**config.mk**
```make
export PLATFORM = sky130hd
export DESIGN_NAME = motion_protection_interlock
export DESIGN_NICKNAME = d
export VERILOG_FILES = /design/src/common/motion_protection_pkg.sv /design/src/verilog/motion_protection_interlock.sv
export SDC_FILE = /design/constraint.sdc
export NUM_CORES = 1
export LEC_CHECK = 0
export BUFFER_PORTS_ARGS = -buffer_cell sky130_fd_sc_hd__buf_4
export CORE_UTILIZATION = 39
export DETAILED_ROUTE_END_ITERATION = 8
export GPL_ROUTABILITY_DRIVEN = 1
export PLACE_DENSITY = 0.79
export SLEW_MARGIN = 5
export SYNTH_ARGS = -nofsm -noshare
export SYNTH_HDL_FRONTEND = slang
export SYNTH_SLANG_ARGS = --single-unit
export TNS_END_PERCENT = 20
```
**constraint.sdc**
```tcl
create_clock -name core_clk -period 10.9 [get_ports core_clk]
set_clock_uncertainty 0.2 [all_clocks]
set_input_delay 0.545 -clock core_clk [delete_from_list [all_inputs] [get_ports core_clk]]
set_output_delay 0.545 -clock core_clk [all_outputs]
set_load 0.1 [all_outputs]
```
**src/common/motion_protection_pkg.sv**
```systemverilog
// Purpose: shared constants for the motion protection interlock
// Assumes: one axis, 40 MHz core clock
// Notes: settings are loaded through write strobes on plain ports
package motion_protection_pkg;
   // ==========================================
   // reset values
   localparam logic [30:0] ERR_LIMIT_RESET = 31'h0000_4000;
   localparam logic [4:0] IN_CFG_RESET = 5'h00;
   localparam logic [1:0] OFF_ON_ERR_RESET = 2'h0;
   // ==========================================
   // input configuration field positions
   localparam int CFG_LIMIT_HIGH_BIT = 0;
   localparam int CFG_ABORT_CONT_BIT = 4;
   // ==========================================
   // off-on-error field positions
   localparam int OE_LIMIT_OFF_BIT = 1;
   // ==========================================
   // synchroniser vector layout
   localparam int SYNC_ABORT = 0;
   localparam int SYNC_LOCKOUT = 1;
   localparam int SYNC_FWD = 2;
   localparam int SYNC_REV = 3;
   localparam int SYNC_W = 4;
   typedef enum logic {
      AMP_OFF = 1'b0,
      AMP_ON = 1'b1
   } amp_state_t;
endpackage

```
**src/verilog/motion_protection_interlock.sv**
```systemverilog
// Purpose: amplifier enable, error output and limit/abort interlock for one axis
// Assumes: pins are asynchronous; command strobes come from core_clk logic
// Notes: all outputs registered; amplifier stays off from reset until servo-here
// How it works
// - a motor-off command turns the amplifier enable off.
// - position error magnitude above the error limit turns the amplifier off.
// - abort command with off-on-error enabled turns the amplifier off.
// - watchdog trip or reset holds the amplifier enable low.
// - error output goes low and the lamp lights while any error exists.
// - abort input low kills commanded motion at once, no ramp.
// - abort with off-on-error enabled disables the amplifier.
// - abort with off-on-error disabled stops and holds servo at present position.
// - abort halts the program unless the fifth config field says continue.
// - electronic lockout forces the amplifier off, no software override.
// - forward limit inhibits forward motion and ramps forward motion to stop.
// - forward limit hit while moving forward requests the limit handler, if defined.
// - reverse limit inhibits reverse motion and ramps reverse motion to stop.
// - reverse limit hit while moving reverse requests the limit handler, if defined.
// - limit polarity comes from the config setting; active low by default.
// - off-on-error set for limits makes an active limit disable the amplifier.
// - error limit resets to 16384 counts and holds 0 to 2147483647.
// - off-on-error values 1, 2, 3 enable it; 0 disables it.
module motion_protection_interlock
   import motion_protection_pkg::*;
(
   input wire logic core_clk, // 40 MHz core clock
   input wire logic srst, // synchronous reset, active high
   input wire logic motor_off_cmd, // pulse: motor-off command
   input wire logic servo_here_cmd, // pulse: re-enable amplifier
   input wire logic abort_cmd, // pulse: software abort
   input wire logic watchdog_trip, // level: watchdog tripped
   input wire logic [31:0] position_error, // signed axis position error
   input wire logic err_limit_wr, // pulse: load error limit
   input wire logic [30:0] err_limit_data, // new error limit
   input wire logic in_cfg_wr, // pulse: load input configuration
   input wire logic [4:0] in_cfg_data, // new input configuration
   input wire logic oe_wr, // pulse: load off-on-error setting
   input wire logic [1:0] oe_data, // new off-on-error value
   input wire logic abort_n_pin, // general abort pin, active low
   input wire logic electronic_lockout_input, // lockout pin, active high
   input wire logic fwd_limit_pin, // forward limit switch pin
   input wire logic rev_limit_pin, // reverse limit switch pin
   input wire logic moving_fwd, // profiler moving forward
   input wire logic moving_rev, // profiler moving reverse
   input wire logic limit_switch_handler, // handler routine exists
   output logic amp_enable, // amplifier enable, high = on
   output logic error_n, // error output, active low
   output logic error_lamp, // error lamp drive
   output logic motion_kill, // abrupt stop of commanded motion
   output logic servo_hold, // hold servo at present position
   output logic decel_stop, // ramped stop request
   output logic inhibit_fwd, // forward motion blocked
   output logic inhibit_rev, // reverse motion blocked
   output logic limit_handler_req, // pulse: enter limit handler
   output logic program_halt, // pulse: halt program execution
   output logic [30:0] error_limit_setting, // current error limit
   output logic [4:0] input_configuration_setting, // current config
   output logic [1:0] off_on_error // current off-on-error value
);

   // ==========================================
   // pin synchronisers
   logic [SYNC_W-1:0] pin_raw;
   logic [SYNC_W-1:0] sync_a;
   logic [SYNC_W-1:0] sync_b;
   assign pin_raw = {rev_limit_pin, fwd_limit_pin, electronic_lockout_input, abort_n_pin};

   genvar g;
   generate
      for (g = 0; g < SYNC_W; g++) begin : g_sync
         always_ff @(posedge core_clk) begin
            sync_a[g] <= pin_raw[g];
            sync_b[g] <= sync_a[g];
         end
      end
   endgenerate

   // limit pins read high when idle on active-low switches
   function automatic logic limit_active(input logic level, input logic high_true);
      limit_active = high_true ? level : ~level;
   endfunction

   // ==========================================
   // settings
   always_ff @(posedge core_clk) begin
      if (srst) begin
         error_limit_setting <= ERR_LIMIT_RESET;
         input_configuration_setting <= IN_CFG_RESET;
         off_on_error <= OFF_ON_ERR_RESET;
      end else begin
         if (err_limit_wr) begin
            error_limit_setting <= err_limit_data;
         end
         if (in_cfg_wr) begin
            input_configuration_setting <= in_cfg_data;
         end
         if (oe_wr) begin
            off_on_error <= oe_data;
         end
      end
   end

   // ==========================================
   // decode
   logic cfg_limit_high;
   logic cfg_abort_cont;
   logic oe_on;
   logic oe_limit;
   logic abort_active;
   logic lockout_active;
   logic fwd_active;
   logic rev_active;
   logic [32:0] err_mag;
   logic pos_exceed;
   logic abort_any;
   logic limit_hit;
   logic err_cond;

   assign cfg_limit_high = input_configuration_setting[CFG_LIMIT_HIGH_BIT];
   assign cfg_abort_cont = input_configuration_setting[CFG_ABORT_CONT_BIT];
   assign oe_on = (off_on_error != 2'h0);
   assign oe_limit = off_on_error[OE_LIMIT_OFF_BIT];
   assign abort_active = ~sync_b[SYNC_ABORT];
   assign lockout_active = sync_b[SYNC_LOCKOUT];
   assign fwd_active = limit_active(sync_b[SYNC_FWD], cfg_limit_high);
   assign rev_active = limit_active(sync_b[SYNC_REV], cfg_limit_high);
   // 33 bits so that the most negative error still has a true magnitude
   assign err_mag = position_error[31] ? (33'h0_0000_0000 - {position_error[31], position_error})
                                       : {1'b0, position_error};
   assign pos_exceed = (err_mag > {2'h0, error_limit_setting});
   assign abort_any = abort_active | abort_cmd;
   assign limit_hit = (fwd_active & moving_fwd) | (rev_active & moving_rev);
   assign err_cond = pos_exceed | watchdog_trip | abort_active | lockout_active;

   // ==========================================
   // amplifier enable
   amp_state_t amp_state;
   amp_state_t next_amp;
   logic amp_kill;
   assign amp_kill = motor_off_cmd
                   | pos_exceed
                   | (oe_on & abort_cmd)
                   | watchdog_trip
                   | (oe_on & abort_active)
                   | lockout_active
                   | (oe_limit & (fwd_active | rev_active));

   // any off cause beats a servo-here in the same cycle
   always_comb begin
      case (amp_state)
         AMP_OFF: next_amp = (servo_here_cmd && !amp_kill) ? AMP_ON : AMP_OFF;
         AMP_ON: next_amp = amp_kill ? AMP_OFF : AMP_ON;
         default: next_amp = AMP_OFF;
      endcase
   end

   always_ff @(posedge core_clk) begin
      if (srst) begin
         amp_state <= AMP_OFF;
         amp_enable <= 1'b0;
      end else begin
         amp_state <= next_amp;
         amp_enable <= (next_amp == AMP_ON);
      end
   end

   // ==========================================
   // error output, abort and limit outputs
   logic abort_prev;
   logic hit_prev;
   always_ff @(posedge core_clk) begin
      if (srst) begin
         error_n <= 1'b1;
         error_lamp <= 1'b0;
         motion_kill <= 1'b0;
         servo_hold <= 1'b0;
         decel_stop <= 1'b0;
         inhibit_fwd <= 1'b0;
         inhibit_rev <= 1'b0;
         limit_handler_req <= 1'b0;
         program_halt <= 1'b0;
         abort_prev <= 1'b0;
         hit_prev <= 1'b0;
      end else begin
         error_n <= ~err_cond;
         error_lamp <= err_cond;
         motion_kill <= abort_any;
         servo_hold <= abort_any & ~oe_on;
         decel_stop <= limit_hit;
         inhibit_fwd <= fwd_active;
         inhibit_rev <= rev_active;
         // one request per hit, not one per cycle the switch stays made
         limit_handler_req <= limit_hit & ~hit_prev & limit_switch_handler;
         program_halt <= abort_any & ~abort_prev & ~cfg_abort_cont;
         abort_prev <= abort_any;
         hit_prev <= limit_hit;
      end
   end
endmodule

```
==> results of run 1 <==
==> cell families after synthesis <==
group                    Yosys count  synth area share, %
AO/OA/AOI/OAI                     57                 11.6
adder cells (fa/ha/maj)           32                 12.3
multiplexers                      37                 11.4
XOR/XNOR                          31                 8.34
AND/OR/NAND/NOR                  103                 15.9
buffers and inverters             50                 6.00
flip-flops                        56                 34.4
==> sequential cells by signal (all words and copies together), names as in the netlist <==
name / cells
abort_prev: 1
amp_state: 1
error_lamp: 1
error_limit_setting: 31
error_n: 1
hit_prev: 1
inhibit_fwd: 1
inhibit_rev: 1
input_configuration_setting: 5
limit_handler_req: 1
lockout_active: 1
off_on_error: 2
program_halt: 1
servo_hold: 1
sync_a: 4
sync_b: 3
==> critical path, cell delays in order <==
cell	delay, ns
buf_4	0.12
inv_1	0.08
ha_1	0.16
or3b_2	0.49
or4_1	0.64
or4_1	0.62
or2_2	0.36
o31ai_2	0.22
xnor2_1	0.09
ha_1	0.30
nand4_1	0.12
or4_1	0.57
nor4_1	0.39
o22a_1	0.21
o31ai_1	0.10
a41o_1	0.21
==> power by group through the flow <==
stage	combinational, mW	clock (mW)	sequential (mW)
after global routing	0.226	0.134	0.227
after global placement	0.206	0	0.230
after floorplan	0.0706	0	0.307
after CTS	0.212	0.125	0.225
final	0.211	0.120	0.225
after detailed placement	0.211	0	0.230
==> cell type report <==
class / instances / area (um^2) / area share [%]
Timing Repair Buffer: 133 / 998 / 22.7
Multi-Input combinational cell: 260 / 1940 / 44.0
Clock buffer: 5 / 68.8 / 1.56
Tap cell: 102 / 128 / 2.90
Sequential cell: 56 / 1120 / 25.4
Inverter: 34 / 128 / 2.90
Clock inverter: 3 / 25.0 / 0.568
==> worst max-delay path by stage <==
| stage | to | start | slack, ns | cells after the start |
|---|---|---|---|---|
| floorplan | error_n$_SDFF_PP1_ | position_error[0] | 5.88 | 16 |
| global placement | error_n$_SDFF_PP1_ | position_error[0] | 5.56 | 16 |
| detailed placement | error_n$_SDFF_PP1_ | position_error[0] | 5.32 | 16 |
| CTS | error_n$_SDFF_PP1_ | position_error[0] | 5.66 | 16 |
| global route | error_lamp$_SDFF_PP0_ | position_error[0] | 5.52 | 16 |
| finish | error_n$_SDFF_PP1_ | position_error[0] | 5.67 | 16 |
==> placed cells by master, fill, tap and decap left out, types with 12 or more instances in the layout <==
master   Yosys  routed
inv_1       34      34
mux2i_1     37      37
ha_1        32      32
a21oi_1     16      16
nand2_1     21      21
xnor2_1     27      27
o21ai_0     12      12
nor2_1      44      44
buf_4        0     133
dfxtp_1     56      56
==> layer usage <==
layer | track usage [%] | wire length, um
met1 | 23.3 | 3620
met2 | 36.1 | 4250
met5 | 0 | 0
met4 | 6.41 | 185
met3 | 3.01 | 426
==> stage by stage <==
step	std cells	util [%]	power, mW	hold WS (ns)	cell area [um^2]
floorplan	366	-	0.378	0.110	3250
global placement	585	54.7	0.436	0.112	4310
detailed placement	585	54.7	0.441	0.112	4310
CTS	593	55.9	0.562	0.118	4410
global route	593	55.9	0.587	0.103	4410
finish	593	55.9	0.556	0.129	4410
==> results.md, run 1 <==
* Status: completed
* Clk sink count at 56
* CP Max Fanout at 7
* Hold Vio Cnt, Final at 0
* Final worst slack at 5.67 ns
* Residual DRC count at 0
* Hold crit path type: input port to register
* Row count at 32
* Worst r2r src: error_limit_setting[24]$_SDFFE_PP0P_
* P_int at 0.336 mW
* Syn nets at 484
* Syn_area_per_cell at 8.89 um^2
* Fill cells at 722
* Synth top area cells: dfxtp_1 34%, ha_1 12%, mux2i_1 11%
* CP Capture Type: register
* Kind of critical path: input port to register
* Synth warn at 0
* WL per Instance at 14.3 um
* CP Data Arrival Time at 5.24 ns
* Detailed placement HPWL at 6740 um
* Area grow syn2layout at 35.4%
* First-pass GRT wire length at 13,600 um
* Pre-CTS setup slack at 5.32 ns
* Antenna violations before repair at 0
* Die height at 93.4 um
* Largest net degree at the start of global routing at 47
* Post-cts sizing count at 0
* WP data required at 10.91 ns
* Num ports at 134
* GRT overflow at 0
* Root Buffer: clkbuf_8
* Mapped Area at 0.00325 mm^2
* Syn Inst Count at 366
* Synth Register Bits at 56
* Top cell type by total area after synthesis: dfxtp_1
* Vias in the first global route at 2,982
* Sw power at 0.220 mW
* 1st-iter DRT viols at 89
* CTS max path bufs at 2
* Clock Power Share at 21.5%
* CP Launch Type: input port
* H-tree levels at 2
* Final setup viols at 0
* Fraction of registers with async set or reset after synthesis at 0%
* Post-CTS Setup Bufs at 0
* Fin crit share at 48.0%
* Setup slack, reg-to-reg at 8.24 ns
* Core ar. at 0.00789 mm^2
* Die area at 0.00871 mm^2
* Yosys top cell area share at 34.4%
* Layout net count at 608
* Post-route ant nets at 0
* Worst R2R Path Depth at 8
* Flop pwr share at 40.6%
* Most common cell in the netlist: dfxtp_1
* CTS clk-pin slew, worst paths at 0.11 ns
* Routed vias/inst at 5.10
* Combinational share of power at 37.9%
* CTS tree: done
* Hold Path End: sync_a[1]$_DFF_P_
* Leak pwr at 2.04 nW
* Clk Latency, worst-skew pair at 0.31 ns
* Max-cap violation count at 0
* Peak supply drop at 50.3 uV
* Synth cell count leaders: 56 x dfxtp_1, 44 x nor2_1, 37 x mux2i_1
* Chip Width at 93.4 um
* Tot GR Track Use at 19.7%
* Min cycle time layout at 5.23 ns
* Buffers added on ports at 133
* TritonRoute pass-1 iters at 4
* Antenna fix cells at 0
* Post-CTS Hold Buffers at 0
* Setup TNS at 0 ns
* Via count at 3,022
* Hold path depth at 1
* Worst R2R End: error_n$_SDFF_PP1_
* Number of synthesized flops with an enable pin at 0
* Sequential element share of the synthesized area at 34.4%
* Sw Share at 39.6%
* Starting density of the core at 41.3%
* Share of cells above drive strength 1 at 30.3%
* Gp weighted congestion at 0.880
* Ys flop type: dfxtp_1
* Slew headroom at 63.3%
* RSZ-0062 raised after global routing: no
* Yosys cell types at 39
* Num CTS Buffers at 5
* Hold path startpoint: electronic_lockout_input
* Worst slew pin tran at 0.546 ns
* Routed WL at 8480 um
* Fmax achieved at 0.191 GHz
* PwrDens at 126 mW/mm^2
* Max Slew Vio Count at 0
Power figures use the tool's default switching activity.
==> inputs of run 2 (changes only) <==
--- a/config.mk
+++ b/config.mk
@@ -5,11 +5,12 @@
 export SDC_FILE = /design/constraint.sdc
 export NUM_CORES = 1
 export LEC_CHECK = 0
+export ABC_AREA = 1
 export BUFFER_PORTS_ARGS = -buffer_cell sky130_fd_sc_hd__buf_4
 export CORE_UTILIZATION = 39
 export DETAILED_ROUTE_END_ITERATION = 8
 export GPL_ROUTABILITY_DRIVEN = 1
-export PLACE_DENSITY = 0.79
+export PLACE_DENSITY = 0.78
 export SLEW_MARGIN = 5
 export SYNTH_ARGS = -nofsm -noshare
 export SYNTH_HDL_FRONTEND = slang
==> constraint.sdc (replaced) <==
create_clock -name core_clk -period 5.45 [get_ports core_clk]
set_clock_uncertainty 0.2 [all_clocks]
set_input_delay 0.2725 -clock core_clk [delete_from_list [all_inputs] [get_ports core_clk]]
set_output_delay 0.2725 -clock core_clk [all_outputs]
set_load 0.1 [all_outputs]
==> run 2 against run 1 <==
  * First-iteration DRC count up 62%
  * Final cell count up 23%
  * Design area up 7.8%
  * Combinational power up 130%
  * Via count up 19%
  * Clock-buffer cell count unchanged
  * Global-route usage up 1.4 points
  * Flip-flop and latch count unchanged
  * Core utilization up 1.1 points
  * Clock power up 100%
  * Critical endpoint is now error_lamp$_SDFF_PP0_
  * Largest power group is now combinational logic
  * Highest routed layer unchanged
==> results.md, run 2 <==
* Status: completed (unchanged)
* Fin area at 0.00475 mm^2 (was 0.00441 mm^2)
* CP Buf/Inv Count at 5 (was 2)
* Clk Latency, worst-skew pair at 0.32 ns (was 0.31 ns)
* Combinational share of power at 40.8% (was 37.9%)
* CP dominant cell by count: nand2_1 (was or4_1)
* CP Launch Type: input port (unchanged)
* Antenna violations before repair at 0 (unchanged)
* Final setup viols at 0 (unchanged)
* Register Area at 0.00112 mm^2 (unchanged)
* Ys flop type: dfxtp_1 (unchanged)
* Detailed placement HPWL at 7480 um (was 6740 um)
* Total Power at 1.18 mW (was 0.556 mW)
* Share of cells above drive strength 1 at 25.8% (was 30.3%)
* Simple-Gate Fraction of Synth Area at 22.0% (was 15.9%)
* Largest regs: error_limit_setting: 31 flops, input_configuration_setting: 5 flops, sync_a: 4 flops (unchanged)
* Row count at 33 (was 32)
* Fraction of registers with async set or reset after synthesis at 0% (unchanged)
* Max-cap violation count at 0 (unchanged)
* Num ports at 134 (unchanged)
* Residual DRC count at 0 (unchanged)
* Flop pwr share at 38.3% (was 40.6%)
* WP data required at 5.48 ns (was 10.91 ns)
* Post-route ant nets at 0 (unchanged)
* Sw power at 0.493 mW (was 0.220 mW)
* Synth top area cells: dfxtp_1 33%, ha_1 12%, nand2_1 7.9% (was dfxtp_1 34%, ha_1 12%, mux2i_1 11%)
* Hold path startpoint: err_limit_data[21] (was electronic_lockout_input)
* Syn_area_per_cell at 7.07 um^2 (was 8.89 um^2)
* CP max-delay cell: ha_1 (was or4_1)
* CP Max Fanout at 4 (was 7)
* Slowest Stage Delay on Critical Path at 0.29 ns (was 0.64 ns)
* Most flops, register: error_limit_setting (unchanged)
* Sw Share at 41.9% (was 39.6%)
* Peak supply drop at 172 uV (was 50.3 uV)
* Fin crit share at 52.7%
* Hold crit path type: input port to register (unchanged)
* Layout net count at 744 (was 608)
* Setup TNS at 0 ns (unchanged)
* Buffers added on ports at 133 (unchanged)
* Most common cell in the netlist: nand2_1 (was dfxtp_1)
* Commonest non-fill, non-tap cells in the layout: 134 x buf_4, 72 x nand2_1, 70 x inv_1, 60 x nor2_1, 56 x dfxtp_1 (was 133 x buf_4, 56 x dfxtp_1, 44 x nor2_1, 37 x mux2i_1, 34 x inv_1)
* Fill cells at 799 (was 722)
* CTS clk-pin slew, worst paths at 0.11 ns (about the same)
* PwrDens at 247 mW/mm^2 (was 126 mW/mm^2)
* H-tree levels at 2 (unchanged)
* Pre-CTS setup slack at 2.26 ns (was 5.32 ns)
* Worst r2r src: error_limit_setting[14]$_SDFFE_PP1P_ (was error_limit_setting[24]$_SDFFE_PP0P_)
* Antenna fix cells at 0 (unchanged)
* Max reg flops at 31 (unchanged)
* Worst slew pin tran at 0.997 ns (was 0.546 ns)
* Top cell type by total area after synthesis: dfxtp_1 (unchanged)
* Post-CTS Setup Bufs at 0 (unchanged)
* RSZ-0062 raised after global routing: no (unchanged)
* Vias in the first global route at 3,410 (was 2,982)
* Die height at 95.4 um (was 93.4 um)
* Yosys top cell area share at 33.0% (was 34.4%)
* Slew headroom at 33.5% (was 63.3%)
* Routed WL at 9560 um (was 8480 um)
* Post-synthesis mux area share at 0% (was 11.4%)
* CTS max path bufs at 2 (unchanged)
* Largest net degree at the start of global routing at 39 (was 47)
* Main combinational cell family by area after synthesis: simple AND/OR/NAND/NOR gates (unchanged)
* Multi-input logic area at 0.00194 mm^2 (about the same)
* Syn nets at 599 (was 484)
* Clock Power Share at 20.8% (was 21.5%)
* Adder-Cell Fraction of Synth Area at 11.8% (was 12.3%)
* Compound-gate portion of the synthesized area at 15.8% (was 11.6%)
* Starting density of the core at 40.8% (was 41.3%)
* Kind of critical path: input port to register (unchanged)
* Max Slew Vio Count at 0 (unchanged)
* Via count at 3,609 (was 3,022)
* Worst-path cell chain: buf_4, inv_1, ha_1, inv_1, nor3_4, nand3_2, nor2_2, nand2_1, nand2_1, o21ai_1, xor2_1, ha_1, nand2_1, inv_1, nand2_1, nor2_1, nand3b_1, nor2_1, nand3_1, nand2_1, nand3_1, nand2_1, inv_1 (was buf_4, inv_1, ha_1, or3b_2, or4_1, or4_1, or2_2, o31ai_2, xnor2_1, ha_1, nand4_1, or4_1, nor4_1, o22a_1, o31ai_1, a41o_1)
* Mapped Area at 0.00340 mm^2 (was 0.00325 mm^2)
* Number of synthesized flops with an enable pin at 0 (unchanged)
* DP Cell Count at 707 (was 585)
* CP Data Arrival Time at 2.90 ns (was 5.24 ns)
* Num CTS Buffers at 5 (unchanged)
* P_int at 0.683 mW (was 0.336 mW)
* Top delay family on crit path: simple AND/OR/NAND/NOR gates (unchanged)
* WL per Instance at 13.1 um (was 14.3 um)
* Syn Inst Count at 481 (was 366)
* 1st-iter DRT viols at 144 (was 89)
* Most common cell after layout, fill and taps aside: buf_4 (unchanged)
* Sequential element share of the synthesized area at 33.0% (was 34.4%)
* Die area at 0.00910 mm^2 (was 0.00871 mm^2)
* CTS tree: done (unchanged)
* TritonRoute pass-1 iters at 5 (was 4)
* Synth warn at 0 (unchanged)
* First-pass GRT wire length at 14,900 um (was 13,600 um)
* Worst setup path start: position_error[0] (unchanged)
* Synth cell count leaders: 72 x nand2_1, 70 x inv_1, 60 x nor2_1 (was 56 x dfxtp_1, 44 x nor2_1, 37 x mux2i_1)
* Root Buffer: clkbuf_8 (unchanged)
* Final worst slack at 2.58 ns (was 5.67 ns)
* Fmax achieved at 0.348 GHz
* Core ar. at 0.00834 mm^2 (was 0.00789 mm^2)
* Clk sink count at 56 (unchanged)
* Area of placed instances at 0.00449 mm^2 (was 0.00431 mm^2)
* Synth Register Bits at 56 (unchanged)
* CP Capture Type: register (unchanged)
* Hold Vio Cnt, Final at 0 (unchanged)
* Min cycle time layout at 2.87 ns
* Gp weighted congestion at 0.935 (was 0.880)
* Layout Cells excl Fill at 732 (was 593)
* XOR/XNOR share of the synthesized area at 7.47% (was 8.34%)
* Tot GR Track Use at 21.1% (was 19.7%)
* GRT overflow at 0 (unchanged)
* Yosys cell types at 34 (was 39)
* Routed vias/inst at 4.93 (was 5.10)
* Chip Width at 95.4 um (was 93.4 um)
* Leak pwr at 2.39 nW (was 2.04 nW)
* Area grow syn2layout at 39.7% (was 35.4%)
[run 2: cell count changes after synthesis, moves of 9 or more]
cell and delta:
inv_1 +36, o21ai_0 +32, xnor2_1 -20, o31ai_1 -11
nand3_1 +12, a21oi_1 +30, xor2_1 +18, nor2_1 +16
nand2_1 +51, mux2i_1 -37, or4_1 -9
[run 2: final timing paths]
| kind | to | slack, ns | cells after the start |
|---|---|---|---|
| worst max-delay path | error_lamp$_SDFF_PP0_ | 2.58 | 23 |
| worst min-delay path | error_limit_setting[21]$_SDFFE_PP0P_ | 0.02 | 3 |
| worst max register to register | error_n$_SDFF_PP1_ | 3.34 | 15 |
| worst min register to register | sync_b[2]$_DFF_P_ | 0.14 | 0 |
[run 2: cells by family (layout without fill, tap and decap cells)]
kind of cell,after synthesis,in the layout
simple gates,171,171
buf+inv,90,236
xor+xnor,29,29
compound gates,103,103
fa+ha+maj,32,32
flops,56,56
[run 2: layout make-up]
cell class | count | area share (%)
multi-input cells | 335 | 40.8
repair buffers | 151 | 24.7
flip-flops and latches | 56 | 23.6
inverters | 77 | 6.08
well taps | 105 | 2.76
clock buffers | 5 | 1.45
clock inverters | 3 | 0.527
[run 2: tightest hold or removal path: stages]
cell	delay, ns
buf_4	0.08
o21ai_1	0.05
a21oi_1	0.10
[run 2: power by group through the flow]
stage | clock network [mW] | registers [mW] | logic [mW]
global route | 0.269 | 0.454 | 0.519
finish | 0.245 | 0.451 | 0.480
detailed placement | 0 | 0.460 | 0.468
global placement | 0 | 0.459 | 0.458
floorplan | 0 | 0.637 | 0.154
CTS | 0.258 | 0.451 | 0.481
[run 2: routing by layer]
metal | vias up | global-route usage, % | wire length, um
met5 | - | 0 | 0
met4 | 0 | 7.96 | 144
met3 | 15 | 5.82 | 727
met2 | 118 | 37.9 | 4860
met1 | 1636 | 23.5 | 3830
li1 | 1840 | - | -
[run 2: metrics by stage]
stage	hold slack, ns	utilization, %
after floorplan	0.100	-
after global placement	0.110	53.8
after detailed placement	0.119	53.8
after CTS	0.00562	57.0
after global routing	0.0138	57.0
final	0.0166	57.0
[run 2: timing repair]
action / CTS / global route
hold buffers: 17 / 0
hold endpoints to repair: 16 / 0
endpoints found under the setup margin: 0 / 0
gates resized for setup: 0 / 0
==> inputs of run 3 (changes only) <==
--- a/config.mk
+++ b/config.mk
@@ -10,7 +10,7 @@
 export CORE_UTILIZATION = 39
 export DETAILED_ROUTE_END_ITERATION = 8
 export GPL_ROUTABILITY_DRIVEN = 1
-export PLACE_DENSITY = 0.78
+export PLACE_DENSITY = 0.81
 export SLEW_MARGIN = 5
 export SYNTH_ARGS = -nofsm -noshare
 export SYNTH_HDL_FRONTEND = slang
==> constraint.sdc (replaced) <==
create_clock -name core_clk -period 2.6 [get_ports core_clk]
set_clock_uncertainty 0.2 [all_clocks]
set_input_delay 0.13 -clock core_clk [delete_from_list [all_inputs] [get_ports core_clk]]
set_output_delay 0.13 -clock core_clk [all_outputs]
set_load 0.1 [all_outputs]
==> run 3 against run 2 <==
  * First-iteration DRC count down 7.6%
  * Final cell count up 10%
  * Wire length up 17%
  * Flip-flop and latch count unchanged
  * Critical path type is now register to register
  * Largest cell class unchanged
==> results.md, run 3 (synthesis results as in run 2) <==
* Min cycle time layout at 2.54 ns
* Detailed placement HPWL at 7810 um (was 7480 um)
* Area grow syn2layout at 63.5% (was 39.7%)
* Via count at 3,912 (was 3,609)
* Share of cells above drive strength 1 at 29.8% (was 25.8%)
* Worst-path cell chain: xor2_1, nor2_1, a22oi_1, dlygate4sd3_1, inv_1, nand2_1, dlygate4sd3_1, nor2_1 (was buf_4, inv_1, ha_1, inv_1, nor3_4, nand3_2, nor2_2, nand2_1, nand2_1, o21ai_1, xor2_1, ha_1, nand2_1, inv_1, nand2_1, nor2_1, nand3b_1, nor2_1, nand3_1, nand2_1, nand3_1, nand2_1, inv_1)
* Tot GR Track Use at 24.4% (was 21.1%)
* Clk sink count at 56 (unchanged)
* CTS clk-pin slew, worst paths at 0.11 ns (about the same)
* CTS max path bufs at 2 (unchanged)
* Status: completed (unchanged)
* CTS tree: done (unchanged)
* Fin crit share at 97.6%
* Setup TNS at 0 ns (unchanged)
* Starting density of the core at 40.8% (unchanged)
* Leak pwr at 2.74 nW (was 2.39 nW)
* Worst slew pin tran at 0.634 ns (was 0.997 ns)
* H-tree levels at 2 (unchanged)
* Vias in the first global route at 3,876 (was 3,410)
* Die height at 95.4 um (unchanged)
* Fmax achieved at 0.394 GHz
* Post-route ant nets at 0 (unchanged)
* Residual DRC count at 0 (unchanged)
* Layout Cells excl Fill at 806 (was 732)
* WP data required at 2.61 ns (was 5.48 ns)
* Final setup viols at 0 (unchanged)
* WL per Instance at 13.9 um (was 13.1 um)
* PwrDens at 469 mW/mm^2 (was 247 mW/mm^2)
* RSZ-0062 raised after global routing: yes (was no)
* Max-cap violation count at 0 (unchanged)
* CP Max Fanout at 4 (unchanged)
* Peak supply drop at 367 uV (was 172 uV)
* Hold crit path type: register to register (was input port to register)
* Core ar. at 0.00834 mm^2 (unchanged)
* Layout net count at 818 (was 744)
* Slew headroom at 57.7% (was 33.5%)
* CP Launch Type: register (was input port)
* Commonest non-fill, non-tap cells in the layout: 158 x buf_4, 68 x nand2_1, 66 x inv_1, 65 x dlygate4sd3_1, 55 x dfxtp_1 (was 134 x buf_4, 72 x nand2_1, 70 x inv_1, 60 x nor2_1, 56 x dfxtp_1)
* Num CTS Buffers at 5 (unchanged)
* Largest net degree at the start of global routing at 31 (was 39)
* First-pass GRT wire length at 17,300 um (was 14,900 um)
* Root Buffer: clkbuf_8 (unchanged)
* Max reg flops at 31 (unchanged)
* CP max-delay cell: dlygate4sd3_1 (was ha_1)
* Fill cells at 699 (was 799)
* CP Data Arrival Time at 2.55 ns (was 2.90 ns)
* DP Cell Count at 731 (was 707)
* Die area at 0.00910 mm^2 (unchanged)
* Slowest Stage Delay on Critical Path at 0.58 ns (was 0.29 ns)
* GRT overflow at 0 (unchanged)
* Row count at 33 (unchanged)
* Max Slew Vio Count at 0 (unchanged)
* Num ports at 134 (unchanged)
* Antenna fix cells at 0 (unchanged)
* Routed WL at 11,200 um (was 9560 um)
* Kind of critical path: register to register (was input port to register)
* 1st-iter DRT viols at 133 (was 144)
* TritonRoute pass-1 iters at 4 (was 5)
* Largest regs: error_limit_setting: 31 flops, input_configuration_setting: 5 flops, sync_a: 4 flops (unchanged)
* Hold Vio Cnt, Final at 0 (unchanged)
* Clk Latency, worst-skew pair at 0.32 ns (about the same)
* Gp weighted congestion at 0.874 (was 0.935)
* Most common cell after layout, fill and taps aside: buf_4 (unchanged)
* Total Power at 2.61 mW (was 1.18 mW)
* Chip Width at 95.4 um (unchanged)
* Antenna violations before repair at 0 (unchanged)
* Routed vias/inst at 4.85 (was 4.93)
* Most flops, register: error_limit_setting (unchanged)
* Buffers added on ports at 133 (unchanged)
* CP Capture Type: register (unchanged)
==> run 3: repair_timing <==
item | 4_1_cts | 5_1_grt
hold endpoints to repair | 52 | 0
gates resized for setup | 0 | 40
setup endpoints to repair | 0 | 4
hold buffers | 65 | 0
buffers inserted | 0 | 2
==> run 3: power breakdown <==
group	switching, mW	internal [mW]
Sequential	0.0326	0.917
Clock	0.333	0.199
Combinational	0.732	0.393
==> run 3: final timing paths <==
kind,start,end,slack [ns],cells after the start
setup / recovery,input_configuration_setting[0]$_SDFFE_PP0P_,limit_handler_req$_SDFF_PP0_,0.06,8
setup reg to reg,input_configuration_setting[0]$_SDFFE_PP0P_,limit_handler_req$_SDFF_PP0_,0.06,8
hold reg to reg,sync_a[3]$_DFF_P_,sync_b[3]$_DFF_P_,0.14,0
hold / removal,sync_a[3]$_DFF_P_,sync_b[3]$_DFF_P_,0.14,0
==> run 3: critical path, delay by kind of cell, from the launching register on <==
family	cells	cell delay [ns]
and+or+nand+nor	3	0.23
AOI/OAI and AO/OA	1	0.16
DFF	1	0.39
buffers and inverters	3	1.23
xor gates and xnor gates	1	0.22
==> run 3: routing by layer <==
metal	share of wire (%)	GRT usage (%)
met1	41	28.1
met2	52	45.5
met3	6.2	5.50
met4	1.3	5.60
met5	0	0
==> run 3: area by class of cell <==
class | instances | area [um^2] | area share, %
Sequential cell | 56 | 1120 | 20.2
Timing Repair Buffer | 225 | 1870 | 33.6
Inverter | 77 | 309 | 5.56
Clock buffer | 5 | 68.8 | 1.24
Tap cell | 105 | 131 | 2.36
Multi-Input combinational cell | 335 | 2030 | 36.6
Clock inverter | 3 | 27.5 | 0.495
==> run 3: through the flow <==
stage          setup slack, ns  instance area [um^2]  hold WS [ns]  util, %
2_1_floorplan           0.0675                  3400       -0.0423        -
3_3_place_gp            -0.249                  4670        0.0344     56.0
3_5_place_dp            -0.334                  4670        0.0355     56.0
4_1_cts                0.00674                  5420         0.139     64.9
5_1_grt                 -0.126                  5560         0.149     66.7
6_report                0.0625                  5560         0.143     66.7
